**src/include/ir_codec_pkg.sv**
```systemverilog
package ir_codec_pkg;
  // System clock rate assumed by all pulse timing
  localparam int unsigned CLK_HZ       = 4000000;
  localparam int unsigned CARRIER_HZ   = 38000;
  localparam int unsigned START_US     = 2400;
  localparam int unsigned ONE_US       = 1200;
  localparam int unsigned ZERO_US      = 600;
  localparam int unsigned GAP_US       = 600;
  localparam int unsigned CYC_PER_US   = CLK_HZ / 1000000;
  localparam logic [15:0] START_CYC    = 16'(START_US * CYC_PER_US);
  localparam logic [15:0] ONE_CYC      = 16'(ONE_US * CYC_PER_US);
  localparam logic [15:0] ZERO_CYC     = 16'(ZERO_US * CYC_PER_US);
  localparam logic [15:0] GAP_CYC      = 16'(GAP_US * CYC_PER_US);
  // Half carrier period, rounded down
  localparam logic [15:0] HALF_CAR_CYC = 16'(CLK_HZ / (2 * CARRIER_HZ));
  // Receive tolerance: 0.3 ms either side of nominal
  localparam logic [15:0] TOL_CYC      = 16'(300 * CYC_PER_US);
  // Decode threshold between a zero and a one (0.9 ms)
  localparam logic [15:0] MID_CYC      = 16'(900 * CYC_PER_US);
  // Gap longer than this ends any frame in progress (2 ms)
  localparam logic [15:0] IDLE_CYC     = 16'(2000 * CYC_PER_US);
  localparam int unsigned DATA_BITS    = 7;
  localparam int unsigned ID_BITS      = 5;
  localparam int unsigned FRAME_BITS   = DATA_BITS + ID_BITS;
  localparam logic [4:0]  RX_ID        = 5'h01;
  localparam logic [7:0]  DATA_MAX     = 8'h7f;
  localparam logic [6:0]  KEY_NONE     = 7'h00;
endpackage

```
**src/ir_pulse_meas.sv**
```systemverilog
`timescale 1ns/1ps
// Synchronises the demodulated input and measures mark/space lengths
module ir_pulse_meas (
  input  wire logic        clk,
  input  wire logic        sys_rst,
  input  wire logic        clk_en,
  input  wire logic        ir_in,
  output logic             mark_done,
  output logic             space_long,
  output logic [15:0]      mark_len
);
  logic [2:0]  sync_r, sync_nxt;
  logic        lvl_r, lvl_nxt;
  logic [15:0] cnt_r, cnt_nxt;
  logic        done_r, done_nxt;
  logic        slong_r, slong_nxt;
  logic [15:0] len_r, len_nxt;

  // Level changes once stages two and three agree; receiver is active low
  always_comb begin
    sync_nxt  = {sync_r[1:0], ir_in};
    lvl_nxt   = lvl_r;
    cnt_nxt   = cnt_r;
    done_nxt  = 1'b0;
    slong_nxt = 1'b0;
    len_nxt   = len_r;
    if (sync_r[2] == sync_r[1] && sync_r[2] != lvl_r) begin
      lvl_nxt = sync_r[2];
      cnt_nxt = 16'h0000;
      if (!lvl_r) begin
        done_nxt = 1'b1;
        len_nxt  = cnt_r;
      end
    end else if (cnt_r != 16'hffff) begin
      cnt_nxt = cnt_r + 16'h0001;
    end
    if (lvl_r && cnt_r == ir_codec_pkg::IDLE_CYC)
      slong_nxt = 1'b1;
  end

  always_ff @(posedge clk or posedge sys_rst) begin
    if (sys_rst) begin
      sync_r  <= 3'h7;
      lvl_r   <= 1'b1;
      cnt_r   <= 16'h0000;
      done_r  <= 1'b0;
      slong_r <= 1'b0;
      len_r   <= 16'h0000;
    end else if (clk_en) begin
      sync_r  <= sync_nxt;
      lvl_r   <= lvl_nxt;
      cnt_r   <= cnt_nxt;
      done_r  <= done_nxt;
      slong_r <= slong_nxt;
      len_r   <= len_nxt;
    end
  end

  assign mark_done  = done_r;
  assign space_long = slong_r;
  assign mark_len   = len_r;
endmodule

```
**src/ir_remote_pulse_codec.sv**
```systemverilog
`timescale 1ns/1ps
module ir_remote_pulse_codec (
  input  wire logic        clk,
  input  wire logic        sys_rst,
  input  wire logic        clk_en,
  input  wire logic        tx_req,
  input  wire logic [7:0]  tx_data,
  input  wire logic [7:0]  tx_id,
  output logic             tx_busy,
  output logic             tx_reject,
  output logic             gp_out0,
  input  wire logic        gp_in0,
  input  wire logic        rx_start,
  input  wire logic        legacy_mode,
  output logic             rx_wait,
  output logic             rx_valid,
  output logic [6:0]       rx_result
);
  typedef enum logic [1:0] {TX_IDLE = 2'b00, TX_MARK = 2'b01, TX_GAP = 2'b11} tx_state_t;
  typedef enum logic [1:0] {RX_OFF = 2'b00, RX_HUNT = 2'b01, RX_BITS = 2'b11} rx_state_t;

  // Legacy key from command code, zero when not acknowledged
  function automatic logic [6:0] legacy_key(input logic [6:0] code);
    logic [6:0] k;
    k = ir_codec_pkg::KEY_NONE;
    if (code <= 7'h08)
      k = code + 7'h01;
    else
      unique case (code)
        7'h10:   k = 7'h0a;
        7'h09:   k = 7'h0b;
        7'h12:   k = 7'h0c;
        7'h11:   k = 7'h0d;
        7'h0c:   k = 7'h0e;
        7'h13:   k = 7'h0f;
        7'h14:   k = 7'h10;
        7'h15:   k = 7'h11;
        default: k = ir_codec_pkg::KEY_NONE;
      endcase
    return k;
  endfunction

  // Pulse length within tolerance of nominal
  function automatic logic in_tol(input logic [15:0] len, input logic [15:0] nom);
    return (len + ir_codec_pkg::TOL_CYC >= nom) && (len <= nom + ir_codec_pkg::TOL_CYC);
  endfunction

  tx_state_t   tx_st_r, tx_st_nxt;
  logic [11:0] tx_sh_r, tx_sh_nxt;
  logic [3:0]  tx_bit_r, tx_bit_nxt;
  logic        tx_first_r, tx_first_nxt;
  logic [15:0] tx_cnt_r, tx_cnt_nxt;
  logic [15:0] car_cnt_r, car_cnt_nxt;
  logic        car_r, car_nxt;
  logic        out_r, out_nxt;
  logic        busy_r, busy_nxt;
  logic        rej_r, rej_nxt;
  logic [15:0] mark_nom;

  // Current mark length: start pulse or bit pulse from LSB
  assign mark_nom = tx_first_r ? ir_codec_pkg::START_CYC :
                    (tx_sh_r[0] ? ir_codec_pkg::ONE_CYC : ir_codec_pkg::ZERO_CYC);

  // Transmit sequencer
  always_comb begin
    tx_st_nxt    = tx_st_r;
    tx_sh_nxt    = tx_sh_r;
    tx_bit_nxt   = tx_bit_r;
    tx_first_nxt = tx_first_r;
    tx_cnt_nxt   = tx_cnt_r;
    rej_nxt      = 1'b0;
    unique case (tx_st_r)
      TX_IDLE: begin
        if (tx_req) begin
          if (tx_id == 8'h00 || tx_id > 8'h1f || tx_data > ir_codec_pkg::DATA_MAX) begin
            rej_nxt = 1'b1;
          end else begin
            tx_sh_nxt    = {tx_id[4:0], tx_data[6:0]};
            tx_bit_nxt   = 4'h0;
            tx_first_nxt = 1'b1;
            tx_cnt_nxt   = 16'h0001;
            tx_st_nxt    = TX_MARK;
          end
        end
      end
      TX_MARK: begin
        if (tx_cnt_r >= mark_nom) begin
          tx_cnt_nxt = 16'h0001;
          tx_st_nxt  = TX_GAP;
        end else begin
          tx_cnt_nxt = tx_cnt_r + 16'h0001;
        end
      end
      TX_GAP: begin
        if (tx_cnt_r >= ir_codec_pkg::GAP_CYC) begin
          tx_cnt_nxt = 16'h0001;
          if (tx_first_r) begin
            tx_first_nxt = 1'b0;
            tx_st_nxt    = TX_MARK;
          end else if (tx_bit_r == 4'(ir_codec_pkg::FRAME_BITS - 1)) begin
            tx_st_nxt = TX_IDLE;
          end else begin
            tx_sh_nxt  = {1'b0, tx_sh_r[11:1]};
            tx_bit_nxt = tx_bit_r + 4'h1;
            tx_st_nxt  = TX_MARK;
          end
        end else begin
          tx_cnt_nxt = tx_cnt_r + 16'h0001;
        end
      end
      default: tx_st_nxt = TX_IDLE;
    endcase
    busy_nxt = (tx_st_nxt != TX_IDLE);
  end

  // Carrier generator, phase restarts with each mark
  always_comb begin
    car_cnt_nxt = car_cnt_r;
    car_nxt     = car_r;
    if (tx_st_nxt != TX_MARK) begin
      car_cnt_nxt = 16'h0000;
      car_nxt     = 1'b1;
    end else if (car_cnt_r == ir_codec_pkg::HALF_CAR_CYC - 16'h0001) begin
      car_cnt_nxt = 16'h0000;
      car_nxt     = ~car_r;
    end else begin
      car_cnt_nxt = car_cnt_r + 16'h0001;
    end
    out_nxt = (tx_st_nxt == TX_MARK) && car_nxt;
  end

  always_ff @(posedge clk or posedge sys_rst) begin
    if (sys_rst) begin
      tx_st_r    <= TX_IDLE;
      tx_sh_r    <= 12'h000;
      tx_bit_r   <= 4'h0;
      tx_first_r <= 1'b0;
      tx_cnt_r   <= 16'h0000;
      car_cnt_r  <= 16'h0000;
      car_r      <= 1'b1;
      out_r      <= 1'b0;
      busy_r     <= 1'b0;
      rej_r      <= 1'b0;
    end else if (clk_en) begin
      tx_st_r    <= tx_st_nxt;
      tx_sh_r    <= tx_sh_nxt;
      tx_bit_r   <= tx_bit_nxt;
      tx_first_r <= tx_first_nxt;
      tx_cnt_r   <= tx_cnt_nxt;
      car_cnt_r  <= car_cnt_nxt;
      car_r      <= car_nxt;
      out_r      <= out_nxt;
      busy_r     <= busy_nxt;
      rej_r      <= rej_nxt;
    end
  end

  assign gp_out0   = out_r;
  assign tx_busy   = busy_r;
  assign tx_reject = rej_r;

  // Receive side
  logic        mk_done;
  logic        sp_long;
  logic [15:0] mk_len;

  ir_pulse_meas u_meas (
    .clk        (clk),
    .sys_rst    (sys_rst),
    .clk_en     (clk_en),
    .ir_in      (gp_in0),
    .mark_done  (mk_done),
    .space_long (sp_long),
    .mark_len   (mk_len)
  );

  rx_state_t   rx_st_r, rx_st_nxt;
  logic [11:0] rx_sh_r, rx_sh_nxt;
  logic [3:0]  rx_bit_r, rx_bit_nxt;
  logic        rx_leg_r, rx_leg_nxt;
  logic        rx_wait_r, rx_wait_nxt;
  logic        rx_val_r, rx_val_nxt;
  logic [6:0]  rx_res_r, rx_res_nxt;
  logic [11:0] frame_w;
  logic [6:0]  key_w;

  assign frame_w = {mk_len > ir_codec_pkg::MID_CYC, rx_sh_r[11:1]};
  assign key_w   = legacy_key(frame_w[6:0]);

  // Receive sequencer: hunts a start pulse, then gathers twelve bits
  always_comb begin
    rx_st_nxt   = rx_st_r;
    rx_sh_nxt   = rx_sh_r;
    rx_bit_nxt  = rx_bit_r;
    rx_leg_nxt  = rx_leg_r;
    rx_val_nxt  = 1'b0;
    rx_res_nxt  = rx_res_r;
    unique case (rx_st_r)
      RX_OFF: begin
        if (rx_start) begin
          rx_leg_nxt = legacy_mode;
          rx_st_nxt  = RX_HUNT;
        end
      end
      RX_HUNT: begin
        if (mk_done && in_tol(mk_len, ir_codec_pkg::START_CYC)) begin
          rx_bit_nxt = 4'h0;
          rx_st_nxt  = RX_BITS;
        end
      end
      RX_BITS: begin
        if (sp_long) begin
          rx_st_nxt = RX_HUNT;
        end else if (mk_done) begin
          if (!in_tol(mk_len, ir_codec_pkg::ONE_CYC) && !in_tol(mk_len, ir_codec_pkg::ZERO_CYC)) begin
            rx_st_nxt = RX_HUNT;
          end else begin
            rx_sh_nxt  = frame_w;
            rx_bit_nxt = rx_bit_r + 4'h1;
            if (rx_bit_r == 4'(ir_codec_pkg::FRAME_BITS - 1)) begin
              rx_st_nxt = RX_HUNT;
              if (!rx_leg_r) begin
                rx_val_nxt = 1'b1;
                rx_res_nxt = frame_w[6:0];
                rx_st_nxt  = RX_OFF;
              end else if (key_w != ir_codec_pkg::KEY_NONE) begin
                rx_val_nxt = 1'b1;
                rx_res_nxt = key_w;
                rx_st_nxt  = RX_OFF;
              end
            end
          end
        end
      end
      default: rx_st_nxt = RX_OFF;
    endcase
    rx_wait_nxt = (rx_st_nxt != RX_OFF);
  end

  always_ff @(posedge clk or posedge sys_rst) begin
    if (sys_rst) begin
      rx_st_r   <= RX_OFF;
      rx_sh_r   <= 12'h000;
      rx_bit_r  <= 4'h0;
      rx_leg_r  <= 1'b0;
      rx_wait_r <= 1'b0;
      rx_val_r  <= 1'b0;
      rx_res_r  <= 7'h00;
    end else if (clk_en) begin
      rx_st_r   <= rx_st_nxt;
      rx_sh_r   <= rx_sh_nxt;
      rx_bit_r  <= rx_bit_nxt;
      rx_leg_r  <= rx_leg_nxt;
      rx_wait_r <= rx_wait_nxt;
      rx_val_r  <= rx_val_nxt;
      rx_res_r  <= rx_res_nxt;
    end
  end

  assign rx_wait   = rx_wait_r;
  assign rx_valid  = rx_val_r;
  assign rx_result = rx_res_r;
endmodule

```
**config.mk**
```make
export PLATFORM = sky130hd
export DESIGN_NAME = ir_remote_pulse_codec
export DESIGN_NICKNAME = d
export VERILOG_FILES = /design/src/include/ir_codec_pkg.sv /design/src/ir_pulse_meas.sv /design/src/ir_remote_pulse_codec.sv
export SDC_FILE = /design/constraint.sdc
export NUM_CORES = 1
export LEC_CHECK = 0
export BUFFER_PORTS_ARGS = -buffer_cell sky130_fd_sc_hd__buf_2
export CAP_MARGIN = 10
export CELL_PAD_IN_SITES_DETAIL_PLACEMENT = 1
export CELL_PAD_IN_SITES_GLOBAL_PLACEMENT = 1
export CORE_ASPECT_RATIO = 0.9
export CORE_MARGIN = 2
export CORE_UTILIZATION = 51
export CTS_CLUSTER_DIAMETER = 200
export CTS_CLUSTER_SIZE = 14
export DETAILED_ROUTE_END_ITERATION = 10
export PLACE_DENSITY_LB_ADDON = 0.1
export SYNTH_ARGS = -nofsm -noshare
export SYNTH_HDL_FRONTEND = slang
export SYNTH_SLANG_ARGS = --single-unit
```
**constraint.sdc**
```tcl
create_clock -name clk -period 9.7 [get_ports clk]
set_clock_uncertainty 0.15 [all_clocks]
set_input_delay 1.94 -clock clk [delete_from_list [all_inputs] [get_ports clk]]
set_output_delay 1.94 -clock clk [all_outputs]
set_load 0.005 [all_outputs]
```
Word level (Yosys, flattened, before mapping). Memory sizes are Yosys's and may differ from the RTL's. Index checks and enable logic that the tools add are counted.

Add/sub/neg operators: 7. Order comparisons: 12. Eq/ne operators: 23. Mux-type cells: 67. Bitwise gates (word level): 4. Reduce and logical (&&, ||, !) cells: 33.

Operator list (number): 16-bit two-way mux (8); 12-bit two-way mux (5); 16-bit by 1-bit adder with 16-bit output, second input constant (3); 16-bit case mux with 3 select lines (1); 4-bit two-way mux (9); 16-bit by 12-bit greater-or-equal comparator with 1-bit output, second input constant (2); 7-bit two-way mux (4); 12-bit case mux with 2 select lines (1); 1-bit two-way mux (22); 2-bit two-way mux (10); 16-bit by 11-bit adder with 16-bit output, second input constant (1); 16-bit by 13-bit equality test with 1-bit output, second input constant (1); 16-bit by 6-bit equality test with 1-bit output, second input constant (1); 16-bit by 13-bit greater-or-equal comparator with 1-bit output, second input constant (1); 16-bit by 14-bit greater-or-equal comparator with 1-bit output (1); 16-bit by 14-bit greater-or-equal comparator with 1-bit output, second input constant (1); 16-bit by 12-bit > comparator with 1-bit output, second input constant (1); 16-bit by 12-bit less-or-equal comparator with 1-bit output, second input constant (1); 16-bit by 13-bit less-or-equal comparator with 1-bit output, second input constant (1); 16-bit by 14-bit less-or-equal comparator with 1-bit output, second input constant (1); 16-bit != test, second input constant (1); 2-bit != test, second input constant (8); 4-bit case mux with 2 select lines (2); 14-bit two-way mux (1); other kinds (29) (59).

Register bits: 121. Bits in read-only memories: 160. Input port bits: 23. Output and inout bits: 12. Word-level logic and storage cells: 170. Memories kept: 1.

Memory list: (name not given) (depth 32, width 5, read ports 1, clocked after memory_dff 0, wr ports 0, RTL line ir_remote_pulse_codec.sv:29) `unique case (code)`.

Logic depth before layout (Yosys ltp).
Depth in word-level cells: 12. Gate-level depth with buffers: 12. Depth with buffers taken out: 11.

Cells and area by module. Synthesis repeated with hierarchy kept, for this count alone.

Cells, all modules: 733. Area, all modules: 6998.0 um^2.

By module, submodules not included: ir_remote_pulse_codec (instances 1, cells each 564, area each 5176.2 um^2, seq. area each 2053.2 um^2); ir_pulse_meas (instances 1, cells each 169, area each 1821.7 um^2, seq. area each 955.9 um^2).

Worst setup path before layout. No wires, ideal clock.

Path type: input port to flip-flop. Start: input port tx_id[1]. End: register car_cnt_r[4]. Setup time: 0.124 ns. Data arrival time: 3.875 ns. Required time: 9.426 ns. Setup slack: 5.551 ns. Stages: 8. Path buffers: 1. Cell sequence: or4_1 > o211ai_1 > nor2_1 > o311ai_2 > nand3b_4 > buf_2 > nor3_1 > a211o_1.

Longest elaborated chain between the ends: 8. Elaborated cells between the ends (all ways): 9. Those cells by class: order compare: 1; eq/ne: 1; mux: 4; reduce/logical: 3.

RTL lines: from (decl) (RTL line ir_remote_pulse_codec.sv:8) `input wire logic [7:0] tx_id,`; 8-bit by 5-bit > comparator with 1-bit output or 8-bit logical NOT (tied branches) (RTL line ir_remote_pulse_codec.sv:75) `if (tx_id == 8'h00 || tx_id > 8'h1f || tx_data > ir_codec_pkg::DATA_MAX) begin`; 1-bit logical OR * (2 in a row) (RTL line ir_remote_pulse_codec.sv:75); 2-bit two-way mux * (RTL line ir_remote_pulse_codec.sv:75); 2-bit two-way mux * (RTL line ir_remote_pulse_codec.sv:74) `if (tx_req) begin`; 2-bit case mux with 3 select lines * (RTL line ir_remote_pulse_codec.sv:72) `unique case (tx_st_r)`; 2-bit by 1-bit != test with 1-bit output * (RTL line ir_remote_pulse_codec.sv:120) `if (tx_st_nxt != TX_MARK) begin`; 16-bit two-way mux * (RTL line ir_remote_pulse_codec.sv:120); to (signal assigned) (RTL line ir_remote_pulse_codec.sv:150) `car_cnt_r <= car_cnt_nxt;`; to (decl) (RTL line ir_remote_pulse_codec.sv:53) `logic [15:0] car_cnt_r, car_cnt_nxt;`.

Every way passes the cells marked *; elsewhere a longest branch is shown, timed or not. A chain may end at the register's enable or synchronous reset.

Worst setup path in the final report.
Start: input port clk_en. End: register tx_cnt_r[7].

Longest elaborated chain between the ends: 1.

RTL lines: from (decl) (RTL line ir_remote_pulse_codec.sv:5) `input wire logic clk_en,`; 4-bit AND reduction (no source line); to (signal assigned) (RTL line ir_remote_pulse_codec.sv:149) `tx_cnt_r <= tx_cnt_nxt;`; to (decl) (RTL line ir_remote_pulse_codec.sv:52) `logic [15:0] tx_cnt_r, tx_cnt_nxt;`.

No other way between the ends.

==> metrics.md <==
| Metric | Value |
|---|---|
| Ys flop type | dfrtp_1 |
| Yosys warnings | 0 |
| Req. time, crit path | a little under 10 ns |
| Final worst-path cycle share | 43.2% |
| Mean routed wirelength per cell | roughly 19 um |
| R2r setup slk | about 6.2 ns |
| Setup bufs post-CTS | 0 |
| Buffers added on ports | 34 |
| Rows | 40 |
| Starting density of the core | 52.6% |
| Die Wd | 128 um |
| Setup Total Neg Slack | 0 ns |
| GRT Residual Overflow | 0 |
| Final setup vio count | 0 |
| CP Launch Type | input port |
| Post-synthesis cell area | 0.00708 mm^2 |
| DRC viols | 0 |
| Post-DRT Antenna Nets | 0 |
| Outcome | completed |
| CTS Root Cell | clkbuf_16 |
| Fmax achieved | 0.239 GHz |
| Gp weighted congestion | between 0.8 and 0.9 |
| Worst Hold Slack | 0.336 ns |
| H-tree levels | 4 |
| Max-cap violations | 0 |
| Vias in the first global route | between 6000 and 7000 |
| Clk_lat worst skew | 0.41 ns |
| DRT met1 WL | 8150 um |
| Most frequent cells in the layout | 115 x dfrtp_1, 63 x nand2_1, 48 x nor2_1 |
| Num CTS Buffers | 17 |
| Worst setup EP type | flop |
| WL met2 | 9110 um |
| Area contributors post-synth | dfrtp_1 41%, ha_1 4.1%, nand2_1 3.3% |
| PD cells | 201 mW/mm^2 |
| Clock Path Buffers | 2 |
| Pleak | 0.00373 uW |
| Dpl hpwl | 11900 um |
| Largest fanout on the critical path | 44 |
| Syn-to-layout area delta | 12.2% |
| Post-synth EDFFs | 0 |
| Syn Area/Cell | 9.60 um^2 |
| Clock transition at path regs | about 0.05 ns |
| Post-route setup slack | 5.51 ns |
| Synthesized flop and latch total | 120 |
| Pre-antenna DRT Iters | 5 |
| Worst min path class | flop to flop |
| Final hold vios | 0 |
| Distinct cells, synth | 75 |
| Post-synthesis sequential area ratio | 42.5% |
| Syn_nets | ~800 |
| Detailed router's first-iteration violation count | 278 |
| Vias per cell | 6.13 |
| Post-layout min period | 4.19 ns |
| Die height | 116 um |
| All-Layer GR Usage | 26.0% |
| Met3 Routed Length | 406 um |
| Max Used Layer | met4 |
| Leading cell type in the layout, fill and taps excluded | dfrtp_1 |
| Peak VDD IR | roughly 0.13 mV |
| Antenna cells | 0 |
| Slew HR | a little under a quarter |
| Mapped Cells | around 740 |
| Antenna violations before repair | 0 |
| IO Pins | 35 |
| Post_cts resized | 0 |
| Layout Nets | 803 |
| Post-layout util | 59.0% |
| Layout cell share with drive strength beyond 1 | 14.4% |
| DP Worst Slack | 5.10 ns |
| Core Area | 0.0135 mm^2 |
| Post-synth ARST share | 100% |
| CTS sink cnt | 120 |
| RSZ-0062 raised after global routing | false |
| Arr. time, crit path | 4.34 ns |
| Worst Setup Path Type | input port to flop |
| Vias | 5746 |
| Measured slew at the worst slew-check pin | 1.16 ns |
| CTS tree | done |
| Cts hold-fix bufs | 0 |
| Slew Viols, Final | 0 |
| Global-route wire length before repair | a little over 30000 um |
| Largest net degree at the start of global routing | 69 |
| Die ar. | roughly 0.015 mm^2 |
| Synth top area share | 40.6% |
| Final WL | 17800 um |
| Synth area leader | dfrtp_1 |
## sequential cells by signal (all words and copies together), names as in the netlist, 4 cells and up
signal and flops:
rx_result 7, u_meas.cnt_r 16, u_meas.mark_len 16, rx_sh_r 11, car_cnt_r 16, tx_sh_r 12
tx_bit_r 4, tx_cnt_r 16, rx_bit_r 4
## per-stage QoR
step | cells | area (um^2) | power (uW)
after floorplan | 738 | 7080 | 859
after global placement | 905 | 7320 | 927
after detailed placement | 905 | 7320 | 948
after CTS | 937 | 7940 | 1610
after global routing | 938 | 7950 | 1680
final | 938 | 7950 | 1590
## cell families after synthesis
| family | Yosys count | synth area share, % |
|---|---|---|
| buffers and inverters | 72 | 4.35 |
| and+or+nand+nor | 271 | 20.6 |
| xor gates and xnor gates | 23 | 2.84 |
| muxes | 52 | 8.23 |
| DFF | 120 | 42.5 |
| AOI/OAI and AO/OA | 177 | 17.5 |
| adders and majority gates | 23 | 4.06 |
## area by class of cell
class	instances	area (um^2)
repair buffers	41	223
multi-input cells	546	3770
inverters	31	119
fillers	1525	5520
clock inverters	11	144
flip-flops and latches	120	3010
clock buffers	21	470
well taps	168	210
## cells in the mapped netlist (all sizes together) (4+ instances only)
cell type and count:
nor3b 9, or4 7, o21a 13, and3 8
ha 23, a22o 6, o311ai 11, nor3 19
clkbuf 30, a32o 4, o31ai 8, nor2 48
a211o 4, or2 5, nor2b 6, dfrtp 115
a21o 12, a21oi 23, nand3 36, o21ai 46
buf 11, or3 6, and2 6, and4 6
nor4 17, a31oi 8, xnor2 13, dfstp 5
mux2i 17, nand4 14, o211ai 5, nand2 64
inv 31, nand2b 7, a211oi 4, mux2 35
a2111oi 4, xor2 10, nand3b 4
## critical path: stages
cell and delay [ns]:
buf_2 0.08, buf_4 0.40, inv_1 0.38, nor2_1 0.84, nand2_1 0.32, o311ai_1 0.36
## metal layers
metal / track usage, % / up-vias
met2: 45.7 / 67
li1: - / 2775
met4: 10.0 / 0
met5: 0 / -
met1: 32.3 / 2890
met3: 4.20 / 14
## power breakdown
part / internal, uW / leakage [uW] / switching [uW]
logic: 115 / 0.00184 / 166
clock network: 424 / 0.000303 / 229
registers: 573 / 0.00159 / 88.7
## worst paths after layout
check,from,to,cells past startpoint
setup reg to reg,u_meas.mark_len[4],rx_result[0],9
setup / recovery,clk_en,tx_cnt_r[7],6
hold reg to reg,tx_sh_r[1],tx_sh_r[1],2
max in group asynchronous,sys_rst,u_meas.mark_len[7],3
hold / removal,tx_sh_r[1],tx_sh_r[1],2
min in group asynchronous,sys_rst,tx_bit_r[2],2
No activity file was read; power rests on OpenSTA's default activity.
